File: src/hsfs_params.svh
// Constants for the hotswap fault sequencer
`ifndef HSFS_PARAMS_SVH
`define HSFS_PARAMS_SVH

// Timing figures in their own units
`define HSFS_CLK_MHZ       50
`define HSFS_PG_DGL_US     9000
`define HSFS_POR_QUAL_US   400

// Counter widths sized for the default figures
`define HSFS_DGL_W         19
`define HSFS_POR_W         15
`define HSFS_RUN_W         20

// Retry sequence
`define HSFS_RETRY_W       4
`define HSFS_RETRY_LAST    4'hF
`define HSFS_RETRY_ZERO    4'h0
`define HSFS_RETRY_ONE     4'h1

// Register byte addresses
`define HSFS_ADDR_W        12
`define HSFS_ADDR_STATUS   12'h000
`define HSFS_ADDR_MASK     12'h004
`define HSFS_ADDR_INFO     12'h008

// Status and mask layout
`define HSFS_EV_W          4
`define HSFS_EV_FAULT      0
`define HSFS_EV_PG_RISE    1
`define HSFS_EV_PG_FALL    2
`define HSFS_EV_RESTART    3
`define HSFS_MASK_RST      4'h0
`define HSFS_DATA_ZERO     32'h0000_0000

`endif

File: src/hsfs_pkg.sv
// Types shared by the hotswap fault sequencer modules
`default_nettype none
package hsfs_pkg;

  // Synchronous comparator results
  typedef struct packed {
    logic limit_active;
    logic timer_upper;
    logic timer_lower;
    logic vds_low;
    logic vds_high;
    logic uv_cleared;
    logic por_ok;
    logic enable_high;
    logic id_below_allowed;
    logic plim_over_clamp;
  } hsfs_flags_t;

  // Gate driver controls
  typedef struct packed {
    logic full_on;
    logic regulate;
    logic ref_clamp;
    logic weak_pd;
    logic strong_pd;
  } hsfs_gate_t;

  // Fault timer current controls
  typedef struct packed {
    logic charge;
    logic discharge;
    logic reset;
  } hsfs_timer_t;

  typedef enum logic [2:0] {
    S_OFF       = 3'h0,
    S_IDLE      = 3'h1,
    S_RUN       = 3'h3,
    S_RETRY_DIS = 3'h2,
    S_RETRY_CHG = 3'h6,
    S_LATCHED   = 3'h7
  } hsfs_state_t;

endpackage
`default_nettype wire

File: src/hsfs_por_qual.sv
// Power-on-reset qualification timer for the hotswap supply
`default_nettype none
`include "hsfs_params.svh"
module hsfs_por_qual
  import hsfs_pkg::*;
#(
  parameter int QUAL_CYC = `HSFS_POR_QUAL_US * `HSFS_CLK_MHZ
) (
  // Clock and reset
  input  wire logic mclk,
  input  wire logic reset_n,
  // Comparator flag and qualified result
  input  wire logic por_ok,
  output var  logic por_done
);
  localparam logic [`HSFS_POR_W-1:0] LAST = `HSFS_POR_W'(QUAL_CYC - 1);

  logic [`HSFS_POR_W-1:0] cnt;

  always_ff @(posedge mclk or negedge reset_n) begin
    if (!reset_n) begin
      cnt      <= '0;
      por_done <= 1'b0;
    end else if (!por_ok) begin
      cnt      <= '0;
      por_done <= 1'b0;
    end else if (cnt == LAST) begin
      por_done <= 1'b1;
    end else begin
      cnt <= cnt + 1'b1;
    end
  end

endmodule
`default_nettype wire

File: src/hsfs_pg_deglitch.sv
// Power-good deglitch filter on the pass transistor voltage
`default_nettype none
`include "hsfs_params.svh"
module hsfs_pg_deglitch
  import hsfs_pkg::*;
#(
  parameter int DGL_CYC = `HSFS_PG_DGL_US * `HSFS_CLK_MHZ
) (
  // Clock and reset
  input  wire logic mclk,
  input  wire logic reset_n,
  // Comparator flags and forced clear
  input  wire logic vds_low,
  input  wire logic vds_high,
  input  wire logic clear,
  // Filtered result
  output var  logic power_good
);
  localparam logic [`HSFS_DGL_W-1:0] LAST = `HSFS_DGL_W'(DGL_CYC - 1);

  logic [`HSFS_DGL_W-1:0] cnt;

  always_ff @(posedge mclk or negedge reset_n) begin
    if (!reset_n) begin
      cnt        <= '0;
      power_good <= 1'b0;
    end else if (clear || vds_high) begin
      cnt        <= '0;
      power_good <= 1'b0;
    // Band between thresholds keeps the output as is
    end else if (!vds_low) begin
      cnt <= '0;
    end else if (cnt == LAST) begin
      power_good <= 1'b1;
    end else begin
      cnt <= cnt + 1'b1;
    end
  end

endmodule
`default_nettype wire

File: src/hsfs_sequencer.sv
// Hotswap fault sequencer: gate, timer, power-good control and APB registers
//
// The APB slave port and the register addresses were left to the implementer.
`default_nettype none
`include "hsfs_params.svh"
// Summary of operation
// - Gate drives only when supply and enable good
// - Latched fault clears on enable or undervoltage cycle
// - Power good after low drain voltage deglitch
// - Power good low on high drain voltage
// - Deglitch counter cleared at once on undervoltage
// - Program pin pulled low when off or latched
// - Gate full on below allowed current, else regulated
// - Allowed current clamped to fixed sense ceiling
// - Timer charges while limiting, else slow discharge
// - Latch-off mode latches gate low on expiry
// - Auto-retry runs fifteen timer cycles before restart
// - Timer discharged when enable or supply drops
// - Gate drive, power good and reference off while supply not qualified
// - Operation waits for qualified power-on and undervoltage
// - Reference output enabled only with supply qualified
// - Weak gate pulldown on enable or undervoltage fall
module hsfs_sequencer
  import hsfs_pkg::*;
#(
  parameter int PG_DGL_CYC   = `HSFS_PG_DGL_US * `HSFS_CLK_MHZ,
  parameter int POR_QUAL_CYC = `HSFS_POR_QUAL_US * `HSFS_CLK_MHZ
) (
  // Clock and reset
  input  wire logic                   mclk,
  input  wire logic                   reset_n,
  // APB slave
  input  wire logic                   psel,
  input  wire logic                   penable,
  input  wire logic                   pwrite,
  input  wire logic [`HSFS_ADDR_W-1:0] paddr,
  input  wire logic [31:0]            pwdata,
  output var  logic [31:0]            prdata,
  output var  logic                   pready,
  output var  logic                   pslverr,
  // Configuration and comparators
  input  wire logic                   retry_mode,
  input  wire hsfs_flags_t            flags,
  // Analog controls
  output var  hsfs_gate_t             gate,
  output var  hsfs_timer_t            timer,
  output var  logic                   power_limit_program_input_pulldown,
  output var  logic                   vref_enable,
  output var  logic                   power_good,
  // Interrupt
  output var  logic                   irq
);

  hsfs_state_t              state;
  hsfs_state_t              next_state;
  logic [`HSFS_RETRY_W-1:0] retry_cnt;
  logic [`HSFS_RETRY_W-1:0] next_retry_cnt;
  logic                     por_done;
  logic                     supply_ok;
  logic                     run_ok;
  logic                     pg_prev;
  logic [`HSFS_EV_W-1:0]    status;
  logic [`HSFS_EV_W-1:0]    mask;
  logic [`HSFS_EV_W-1:0]    events;
  logic [`HSFS_EV_W-1:0]    clr_bits;
  logic [`HSFS_EV_W-1:0]    next_status;
  logic                     acc_setup;
  logic                     acc_done;
  logic                     hit_status;
  logic                     hit_mask;
  logic                     hit_info;
  logic                     hit_any;
  logic                     wr_mask;
  logic                     rd_status;
  logic [31:0]              rd_val;
  logic                     ns_run;
  logic                     ns_off_idle;
  logic                     ns_retry;
  logic                     retry_done;

  hsfs_por_qual #(
    .QUAL_CYC (POR_QUAL_CYC)
  ) u_por_qual (
    .mclk     (mclk),
    .reset_n  (reset_n),
    .por_ok   (flags.por_ok),
    .por_done (por_done)
  );

  hsfs_pg_deglitch #(
    .DGL_CYC    (PG_DGL_CYC)
  ) u_pg_deglitch (
    .mclk       (mclk),
    .reset_n    (reset_n),
    .vds_low    (flags.vds_low),
    .vds_high   (flags.vds_high),
    .clear      (~supply_ok),
    .power_good (power_good)
  );

  assign supply_ok = por_done & flags.por_ok & flags.uv_cleared;
  assign run_ok    = supply_ok & flags.enable_high;

  assign retry_done = retry_cnt == `HSFS_RETRY_LAST;

  always_comb begin
    next_state = state;
    if (!supply_ok) begin
      next_state = S_OFF;
    end else begin
      unique case (state)
        S_OFF: begin
          next_state = S_IDLE;
        end
        S_IDLE: begin
          if (flags.enable_high) begin
            next_state = S_RUN;
          end
        end
        S_RUN: begin
          if (!flags.enable_high) begin
            next_state = S_IDLE;
          end else if (flags.timer_upper) begin
            next_state = retry_mode ? S_RETRY_DIS : S_LATCHED;
          end
        end
        S_RETRY_DIS: begin
          if (!flags.enable_high) begin
            next_state = S_IDLE;
          end else if (flags.timer_lower) begin
            next_state = retry_done ? S_RUN : S_RETRY_CHG;
          end
        end
        S_RETRY_CHG: begin
          if (!flags.enable_high) begin
            next_state = S_IDLE;
          end else if (flags.timer_upper) begin
            next_state = S_RETRY_DIS;
          end
        end
        S_LATCHED: begin
          // only an enable or supply cycle frees it
          if (!flags.enable_high) begin
            next_state = S_IDLE;
          end
        end
        default: begin
          next_state = S_OFF;
        end
      endcase
    end
  end

  always_comb begin
    next_retry_cnt = retry_cnt;
    // any dropped condition restarts the count
    if (!run_ok || next_state == S_RUN) begin
      next_retry_cnt = `HSFS_RETRY_ZERO;
    end else if (state == S_RETRY_CHG && next_state == S_RETRY_DIS) begin
      next_retry_cnt = retry_cnt + `HSFS_RETRY_ONE;
    end
  end

  // Outputs decode the next state so they line up with it
  assign ns_run      = next_state == S_RUN;
  assign ns_off_idle = next_state == S_OFF || next_state == S_IDLE;
  assign ns_retry    = next_state == S_RETRY_DIS || next_state == S_RETRY_CHG;

  always_ff @(posedge mclk or negedge reset_n) begin
    if (!reset_n) begin
      state     <= S_OFF;
      retry_cnt <= `HSFS_RETRY_ZERO;
    end else begin
      state     <= next_state;
      retry_cnt <= next_retry_cnt;
    end
  end

  always_ff @(posedge mclk or negedge reset_n) begin
    if (!reset_n) begin
      gate          <= '0;
      timer         <= '0;
      power_limit_program_input_pulldown <= 1'b0;
      vref_enable   <= 1'b0;
    end else begin
      gate.full_on   <= ns_run & flags.id_below_allowed;
      gate.regulate  <= ns_run & ~flags.id_below_allowed;
      gate.ref_clamp <= ns_run & flags.plim_over_clamp;
      // weak pulldown for enable or supply fall
      gate.weak_pd   <= ns_off_idle;
      gate.strong_pd <= ns_retry || next_state == S_LATCHED;
      // charge while limiting, slow discharge otherwise
      timer.charge    <= (ns_run & flags.limit_active) || next_state == S_RETRY_CHG;
      timer.discharge <= (ns_run & ~flags.limit_active) || next_state == S_RETRY_DIS;
      timer.reset     <= ns_off_idle || next_state == S_LATCHED;
      power_limit_program_input_pulldown  <= ns_off_idle || next_state == S_LATCHED;
      // reference only with a qualified supply
      vref_enable    <= supply_ok;
    end
  end

  // Interrupt sources
  assign events[`HSFS_EV_FAULT]   = state == S_RUN && next_state != S_RUN
                                    && run_ok;
  assign events[`HSFS_EV_PG_RISE] = power_good & ~pg_prev;
  assign events[`HSFS_EV_PG_FALL] = ~power_good & pg_prev;
  assign events[`HSFS_EV_RESTART] = state == S_RETRY_DIS && next_state == S_RUN;

  // APB decode
  assign acc_setup  = psel & ~penable;
  assign acc_done   = psel & penable & pready;
  assign hit_status = paddr == `HSFS_ADDR_STATUS;
  assign hit_mask   = paddr == `HSFS_ADDR_MASK;
  assign hit_info   = paddr == `HSFS_ADDR_INFO;
  assign hit_any    = hit_status | hit_mask | hit_info;
  assign wr_mask    = acc_done & pwrite & hit_mask;
  assign rd_status  = acc_done & ~pwrite & hit_status;

  // Clear only what the read returned, so late events survive
  assign clr_bits    = rd_status ? prdata[`HSFS_EV_W-1:0] : `HSFS_MASK_RST;
  assign next_status = (status & ~clr_bits) | events;

  assign rd_val = hit_status ? {28'h000_0000, status} :
                  hit_mask   ? {28'h000_0000, mask} :
                  hit_info   ? {23'h00_0000, retry_mode, power_good,
                                retry_cnt, 3'(state)} :
                               `HSFS_DATA_ZERO;

  // No wait state: answer registered at the setup edge
  always_ff @(posedge mclk or negedge reset_n) begin
    if (!reset_n) begin
      pready  <= 1'b0;
      pslverr <= 1'b0;
      prdata  <= `HSFS_DATA_ZERO;
    end else begin
      pready  <= acc_setup;
      pslverr <= acc_setup & ~hit_any;
      prdata  <= (acc_setup & ~pwrite) ? rd_val : `HSFS_DATA_ZERO;
    end
  end

  always_ff @(posedge mclk or negedge reset_n) begin
    if (!reset_n) begin
      mask    <= `HSFS_MASK_RST;
      status  <= `HSFS_MASK_RST;
      pg_prev <= 1'b0;
      irq     <= 1'b0;
    end else begin
      if (wr_mask) begin
        mask <= pwdata[`HSFS_EV_W-1:0];
      end
      status  <= next_status;
      pg_prev <= power_good;
      irq     <= |(next_status & (wr_mask ? pwdata[`HSFS_EV_W-1:0] : mask));
    end
  end

  // Checks
  logic [`HSFS_RUN_W-1:0] low_run;

  // Helper: length of the current low drain voltage run
  always_ff @(posedge mclk or negedge reset_n) begin
    if (!reset_n) begin
      low_run <= '0;
    end else if (!flags.vds_low || !supply_ok) begin
      low_run <= '0;
    end else if (~&low_run) begin
      low_run <= low_run + 1'b1;
    end
  end
endmodule
`default_nettype wire

File: config.mk
export PLATFORM = sky130hd
export DESIGN_NAME = hsfs_sequencer
export DESIGN_NICKNAME = d
export VERILOG_FILES = /design/src/hsfs_pkg.sv /design/src/hsfs_por_qual.sv /design/src/hsfs_pg_deglitch.sv /design/src/hsfs_sequencer.sv
export VERILOG_INCLUDE_DIRS = /design/src
export SDC_FILE = /design/constraint.sdc
export NUM_CORES = 1
export LEC_CHECK = 0
export ABC_CLOCK_PERIOD_IN_PS = 2100
export BUFFER_PORTS_ARGS = -buffer_cell sky130_fd_sc_hd__buf_2
export CAP_MARGIN = 20
export CORE_MARGIN = 2
export CORE_UTILIZATION = 31
export DETAILED_ROUTE_END_ITERATION = 12
export GPL_ROUTABILITY_DRIVEN = 0
export PLACE_DENSITY = 0.63
export SETUP_SLACK_MARGIN = 0.1
export SYNTH_ARGS = -nofsm -noshare
export SYNTH_HDL_FRONTEND = slang
export SYNTH_SLANG_ARGS = --single-unit
File: constraint.sdc
create_clock -name mclk -period 2.1 [get_ports mclk]
set_input_delay 0.42 -clock mclk [delete_from_list [all_inputs] [get_ports mclk]]
set_output_delay 0.42 -clock mclk [all_outputs]
set_load 0.01 [all_outputs]
# Yosys cells after proc, flatten, opt, wreduce, memory -nomap -nowiden
# Index checks and enable logic that the tools add are counted.
dict set report classes {
  n_eq_ne 19
  n_div 0
  muxes 30
  n_reduce_logical 21
  bitwise 33
  n_lt_le_gt_ge 0
  multipliers 0
  n_addsub 3
  n_shift 0
}
# cell count
set ops {}
lappend ops {{two-way mux 19 bit} 3}
lappend ops {{two-way mux 9 bit} 4}
lappend ops {{two-way mux 3 bit} 11}
lappend ops {{two-way mux 15 bit} 2}
lappend ops {{adder 19 x 1 -> 19 bit, second input constant} 1}
lappend ops {{AND 1 bit} 19}
lappend ops {{equality test 19 bit, second input constant} 1}
lappend ops {{one-hot mux 3 bit (6 select lines)} 1}
lappend ops {{two-way mux 4 bit} 4}
lappend ops {{adder 15 x 1 -> 15 bit, second input constant} 1}
lappend ops {{equality test 15 bit, second input constant} 1}
lappend ops {{equality test 12 x 3 -> 1 bit, second input constant} 1}
lappend ops {{equality test 12 x 4 -> 1 bit, second input constant} 1}
lappend ops {{equality test 3 x 2 -> 1 bit, second input constant} 4}
lappend ops {{equality test 3 bit, second input constant} 4}
lappend ops {{logical NOT 12 bit} 1}
lappend ops {{AND 4 bit} 2}
lappend ops {{logical OR 1 bit} 8}
lappend ops {{NOT 1 bit} 8}
lappend ops {{equality test 3 x 1 -> 1 bit, second input constant} 2}
lappend ops {{logical NOT 3 bit} 2}
lappend ops {{inequality test 3 x 2 -> 1 bit, second input constant} 2}
lappend ops {{nonzero test 2 bit} 3}
lappend ops {{two-way mux 1 bit} 5}
lappend ops {{other kinds (11)} 15}
dict set report word_totals {
  ramBits 0
  reg_bits 73
  memories 0
  in_bits 60
  mem_bits_ro 0
  latch_bits 0
  out_inout_bits 46
  word_cells 128
}

# Logic depth before layout (Yosys ltp)
# Gate-level depths: netlist of the first run.
dict set report logic_depth {
  word_depth 12
  depth_mapped 7
  ltp_nobuf 6
}

# Hierarchy
# A second synthesis of the first run with hierarchy kept.
dict set report unflattened {
  hier_cells 375
  hier_area_um2 3828.7
}
# mod seq_area_each_um2 area_each_um2 cells_per_inst n_inst
set by_module_without_submodules {}
lappend by_module_without_submodules {hsfs_sequencer 925.9 1860.5 171 1}
lappend by_module_without_submodules {hsfs_pg_deglitch 500.5 1129.8 122 1}
lappend by_module_without_submodules {hsfs_por_qual 400.4 838.3 82 1}

# Least setup slack after synthesis of the first run
# OpenSTA, ideal clock, no wires.
dict set report synth_timing {
  path_type {input-to-reg}
  startpoint {input paddr[5]}
  endpoint {register irq}
  path_buffers 0
  path_slack_ns 0.287
  t_required_ns 1.974
  cell_stages 5
  arrival_ns 1.687
  setup_time_ns 0.126
  cell_sequence {nor4_4 > nand4_1 > a221o_2 > a22o_1 > a221o_1}
}
dict set report synth_via {
  elab_chain_cells 8
  word_cells_on_any_way 11
  classes_between {eq/ne: 1; mux: 2; bitwise: 6; reduce/logical: 2}
}
# item line
set synth_rtl {}
lappend synth_rtl {{start, declared} hsfs_sequencer.sv:36} ;# input wire logic [`HSFS_ADDR_W-1:0] paddr,
lappend synth_rtl {{logical NOT 12 bit (no source line)} n/a}
lappend synth_rtl {{AND 1 bit} hsfs_sequencer.sv:217} ;# assign rd_status = acc_done & ~pwrite & hit_status;
lappend synth_rtl {{two-way mux 4 bit (no source line)} n/a}
lappend synth_rtl {{NOT 4 bit} hsfs_sequencer.sv:221} ;# assign next_status = (status & ~clr_bits) | events;
lappend synth_rtl {{AND 4 bit} hsfs_sequencer.sv:221}
lappend synth_rtl {{bitwise OR 4 bit} hsfs_sequencer.sv:221}
lappend synth_rtl {{via next_status[2]} hsfs_sequencer.sv:66} ;# logic [`HSFS_EV_W-1:0] next_status;
lappend synth_rtl {{AND 4 bit} hsfs_sequencer.sv:254} ;# irq <= |(next_status & (wr_mask ? pwdata[`HSFS_EV_W-1:0] : mask));
lappend synth_rtl {{OR reduction 4 bit} hsfs_sequencer.sv:254}
lappend synth_rtl {{end signal, assigned} hsfs_sequencer.sv:254}
lappend synth_rtl {{end, declared} hsfs_sequencer.sv:51} ;# output var logic irq
# The timed path passes the listed nets, and every way through them passes these cells.
# A chain may end at the register's enable or synchronous reset.

# Worst setup path in the final report of the first run
dict set report layout_timing {
  startpoint {register u_por_qual.cnt[7]}
  endpoint {register u_por_qual.cnt[1]}
}
dict set report layout_via {
  elab_chain_cells 2
}
# item line
set layout_rtl {}
lappend layout_rtl {{start, declared} hsfs_por_qual.sv:18} ;# logic [`HSFS_POR_W-1:0] cnt;
lappend layout_rtl {{start signal, assigned} hsfs_por_qual.sv:30} ;# cnt <= cnt + 1'b1;
lappend layout_rtl {{equality test 15 bit} hsfs_por_qual.sv:27} ;# end else if (cnt == LAST) begin
lappend layout_rtl {{inequality test 2 bit (no source line)} n/a}
# Every way passes these cells.

==> impl_metrics.yaml, run 1 <==
job:
  drv_cap: 0
logic_synthesis:
  ys_warn_count: 0
  synth_top_cell_area_share_pct: 49.5
  ys_seq_area_share_pct: 49.5
  netlist_area_um2: 3690
  synthFlopType: "dfrtp_1"
  synthCells: 352
  synth_area_leaders: "dfrtp_1 (49%), buf_4 (5.1%), xor2_1 (4.0%), and2_1 (3.6%), nor2_1 (3.1%)"
  synth.avg_cell_area_um2: 10.5
  synth_largest_area_cell: "dfrtp_1"
  async_flop_share_pct: 100
  synth_commonest_cells: "dfrtp_1 (73), nor2_1 (30), buf_4 (25)"
  ys_ff_latch: 73
  synth_edf_count: 0
  ys_types: 62
  synthMostInstantiatedCell: "dfrtp_1"
placement:
  io_buffers: 54
  hpwl_um: 5500
final_layout:
  area_delta_synth_final_pct: 20.0
  drive_gt1_share_pct: 23.6
  nNetsFinal: 482
  antenna_cells: 0
routing:
  drt-initial-drc-count: 243
  via_per_inst: 4.81
  wirelength_um: 7580
  vias: 2730
  ant_nets: 0
  wire_per_inst_um: 13.4
  dr.pass1.iters: 8
  drc_errors: 10
power_and_ir_drop:
  peakVddDrop_mv: 0.327
  p_seq_share_pct: 44.6
  p_int_w: 0.00250
  combPwrFrac_pct: 4.2
  p_switching_w: 0.000684
  swShare_pct: 21.5
  leakage_nw: 2.07
  clockPowerShare_pct: 51.2
  powerDensity_nw_per_um2: 718
  finalPower_w: 0.00318
min_path:
  hp-class: "primary input to asynchronous set/reset pin"
clock_tree:
  postCtsHoldBufs: 0
  ctsRootBufferMaster: "clkbuf_16"
  cts_made_buffers: 9
  cts_tree: "built"
  clkTransAtPathRegs_ps: 60
  cts_buffer_depth: 2
  h-tree-depth: 3
  clock_sinks: 73
  clk_latency_ps: 330
grt:
  grt_util_met3_pct: 2.14
  gr-total-overflow: 0
  use_met2_pct: 19.3
  antenna_found_initial: 0
  gr-usage-met1_pct: 15.8
  grt_pass1_vias: 2556
  grt_max_degree: 74
  track_usage_pct: 11.9
  grt_busiest_layer: "met2"
  grt_pass1_wl_um: 12200
floorplanning:
  pin_count: 106
  die_y_um: 113
  dieArea_um2: 12800
  core_um2: 11500
  start_util_pct: 32.1
  fp.dieW_um: 113
  fp-row-count: 39
timing:
  hold_viol_final: 0
  fmax_mhz: 524
  period_needed_ps: 1910
  setup_tns_ps: 0
  slew_viol_final: 0
  rsz0062_at_grt: "no"
  slew-limit-headroom_pct: 62.0
  finalSetupViolCount: 0
  fin_crit_sh_pct: 90.8
  hold_ws_ps: 113
  fin_skew_ps: 3.88
  max_slew.worst_pin.slew_ps: 563
critical_path:
  end_kind: "register"
  start_kind: "register"
  crit_type: "register to register"
  cp_data_arrival_time_ps: 2120
  worst_ep_required_time_ps: 2320
  path_max_fanout: 7
run_status:
  violations: "design-rule violations"
  status: "finished with violations"
worst max-delay path, stage by stage (launching register included):
cell and delay (ps):
dfrtp_1 420, or4b_4 570, nor4_4 340, buf_4 220, mux2i_1 180, nor2b_1 60
worst paths after layout:
| check | startpoint | end | slack, ps | depth (start not counted) |
|---|---|---|---|---|
| worst max register to register | u_por_qual.cnt[7] | u_por_qual.cnt[1] | 190 | 5 |
| worst max-delay path | u_por_qual.cnt[7] | u_por_qual.cnt[1] | 190 | 5 |
| worst min-delay path | reset_n | gate[0] | 110 | 2 |
| max in group asynchronous | reset_n | u_por_qual.cnt[0] | 1680 | 2 |
| min in group mclk | flags[1] | gate[3] | 250 | 2 |
| worst min register to register | u_pg_deglitch.power_good | pg_prev | 490 | 0 |
through the flow:
stage	utilization (%)	std cells	cell area, um^2	setup WS [ps]
floorplan	-	374	3770	287
global placement	35.6	550	4100	3.72
detailed placement	35.6	550	4100	-4.05
CTS	38.4	566	4420	181
global route	38.5	567	4430	96.8
finish	38.5	567	4430	192
logic make-up (layout without fill, tap and decap cells):
kind of cell	Yosys count	count (layout)	share of synthesized area, %
simple gates	152	152	25.1
flops	73	73	49.5
compound gates	44	44	8.58
buf+inv	44	94	7.08
xor+xnor	28	28	6.64
mux	7	7	2.03
fa+ha+maj	3	3	1.02
other cells	1	23	0.102
power groups by stage:
stage | clock network [W] | logic, W | registers [W]
after detailed placement | 0 | 0.000135 | 0.00145
after floorplan | 0 | 0.0000793 | 0.00145
after CTS | 0.00166 | 0.000135 | 0.00142
after global routing | 0.00172 | 0.000151 | 0.00142
final | 0.00163 | 0.000133 | 0.00142
after global placement | 0 | 0.000132 | 0.00144
timing repair:
item	CTS	global route
resized for setup	0	3
endpoints found under the setup margin	0	2
setup buffers	0	1
sequential cells by signal (all words and copies together) (netlist names):
signal and count:
u_pg_deglitch.cnt 19, u_por_qual.cnt 15, prdata 9, gate 5, mask 4, retry_cnt 4, status 4, state 3
timer 2, irq 1, pg_prev 1, power_limit_program_input_pulldown 1, pready 1, pslverr 1, u_pg_deglitch.power_good 1, u_por_qual.por_done 1
vref_enable 1
layout make-up:
| type | instances | area, um^2 |
|---|---|---|
| clock buffer | 9 | 225 |
| clock inverter | 7 | 93.8 |
| fill | 1121 | 7090 |
| inverter | 13 | 48.8 |
| multi-input combinational | 257 | 1690 |
| sequential | 73 | 1830 |
| tap | 143 | 179 |
| timing repair buffer | 65 | 365 |
layout by cell type (no fill, tap or decap), drive strengths merged, types with 2 or more instances in the layout:
cell,count
a21oi,5
nor3,7
o21ai,11
inv,14
clkbuf,9
or4b,2
clkinv,2
ha,3
mux2i,3
and2b,2
nor4b,2
and3,4
a32o,2
nor2,30
or2,2
mux2,4
buf,65
o22ai,2
dfrtp,73
and4,6
nor4,9
nand2b,3
nand3,15
o21a,2
nand2,15
and2,22
xnor2,11
or4,2
a222oi,4
xor2,17
a21boi,4
a221o,2
or3,3
nor2b,9
nand4,15
clkinvlp,2
conb,23
bufinv,2
metal layers:
layer,part of all wire (%),wire length (um),up-vias
li1,-,-,1335
met1,47,3560,1323
met2,47,3570,64
met3,4.4,332,8
met4,1.6,118,0
met5,0,0,-
(Power assumes the default switching activity.)
==> inputs of run 2 (changes only) <==
- PLACE_DENSITY: 0.63 -> 0.49
- TNS_END_PERCENT: unset -> 1
==> impl_metrics.yaml, run 2 (same netlist as run 1, synthesis figures left out) <==
grt:
  gr-total-overflow: 0
  grt_pass1_wl_um: 13300
  track_usage_pct: 12.9
  grt_max_degree: 74
  antenna_found_initial: 0
  grt_pass1_vias: 2740
power_and_ir_drop:
  powerDensity_nw_per_um2: 730
  peakVddDrop_mv: 0.349
  leakage_nw: 2.10
  finalPower_w: 0.00327
min_path:
  hp-class: "primary input to asynchronous set/reset pin"
clock_tree:
  clk_latency_ps: 330
  cts_made_buffers: 9
  h-tree-depth: 3
  ctsRootBufferMaster: "clkbuf_16"
  clock_sinks: 73
  cts_buffer_depth: 2
  clkTransAtPathRegs_ps: 60
  cts_tree: "built"
final_layout:
  largest_reg_flops: 19
  final_common_cell: "dfrtp_1"
  drive_gt1_share_pct: 24.3
  antenna_cells: 0
  nNetsFinal: 486
  most-common-layout-cells: "dfrtp_1 (73), buf_2 (54), nor2_1 (30)"
  top_register: "u_pg_deglitch.cnt"
  postLayoutCellArea_um2: 4480
  area_delta_synth_final_pct: 21.3
  fin_util_pct: 38.9
  reg_top3: "u_pg_deglitch.cnt (19), u_por_qual.cnt (15), prdata (9)"
floorplanning:
  fp-row-count: 39
  pin_count: 106
  die_y_um: 113
  dieArea_um2: 12800
  fp.dieW_um: 113
  start_util_pct: 32.1
  core_um2: 11500
timing:
  fin_skew_ps: 8.24
  hold_ws_ps: 101
  period_needed_ps: 1910
  slew_viol_final: 0
  finalSetupViolCount: 0
  fin_crit_sh_pct: 91.0
  hold_viol_final: 0
  max_slew.worst_pin.slew_ps: 604
  fmax_mhz: 523
  slew-limit-headroom_pct: 59.7
  setup_slack_ps: 190
  rsz0062_at_grt: "yes"
critical_path:
  r2r_start: "u_por_qual.cnt[7]"
  rrSetupSlack_ps: 190
  startpoint: "u_por_qual.cnt[7]"
  timing.rr.end: "u_por_qual.cnt[9]"
  cp_data_arrival_time_ps: 2130
  path_max_fanout: 4
  crit_type: "register to register"
  endpoint: "u_por_qual.cnt[9]"
  worstRegToRegCells: 6
  end_kind: "register"
  worst_ep_required_time_ps: 2320
  start_kind: "register"
routing:
  wire_per_inst_um: 13.5
  dr.pass1.iters: 8
  drt-initial-drc-count: 140
  ant_nets: 0
  via_per_inst: 4.86
  vias: 2773
  wirelength_um: 7720
  drc_errors: 8
placement:
  io_buffers: 54
  place_worst_setup_slack_ps: -41.0
  placed_area_um2: 4120
  hpwl_um: 5570
run_status:
  violations: "design-rule violations"
  status: "finished with violations"
job:
  drv_cap: 0
==> run 2: worst min-delay path by stage <==
stage	cells after the start	from	to	slack, ps
finish	2	reset_n	gate[3]	100
global route	2	reset_n	gate[4]	140
CTS	2	reset_n	gate[4]	130
detailed placement	2	reset_n	gate[4]	480
global placement	2	reset_n	gate[4]	490
floorplan	0	reset_n	gate[0]	120
==> run 2: metal layers <==
metal	vias to the layer above	GRT usage [%]	wire length [um]
met5	-	0	0
met4	0	5.61	140
met3	9	2.57	376
met2	64	20.2	3570
met1	1359	17.5	3630
li1	1341	-	-
==> run 2: power breakdown <==
| group | switching [W] | internal, W | leakage (nW) | total (W) |
|---|---|---|---|---|
| sequential | 0.00000673 | 0.00141 | 1.01 | 0.00142 |
| combinational | 0.0000886 | 0.0000435 | 0.933 | 0.000132 |
| clock | 0.000604 | 0.00111 | 0.163 | 0.00172 |
==> run 2: what timing repair did <==
action	4_1_cts	5_1_grt
endpoints found under the setup margin	0	2
gates resized for setup	0	1
buffers inserted	0	2
hold buffers	0	0
==> run 2: stage by stage <==
stage,TNS [ps],std cells
after floorplan,0,374
after global placement,-11.4,553
after detailed placement,-41.0,553
after CTS,0,569
after global routing,0,571
final,0,571
==> run 2: cell type report <==
| cell class | instances | area [um^2] |
|---|---|---|
| Timing Repair Buffer | 69 | 395 |
| Fill cell | 1180 | 7040 |
| Clock buffer | 11 | 253 |
| Inverter | 13 | 48.8 |
| Multi-Input combinational cell | 257 | 1690 |
| Sequential cell | 73 | 1830 |
| Clock inverter | 5 | 85.1 |
| Tap cell | 143 | 179 |
==> run 2: critical path: stages, from the launching register on <==
cell and delay, ps:
dfrtp_1 420, or4b_4 570, nor4_4 290, buf_4 170, nor3b_1 50, xor2_1 140, and2_1 160
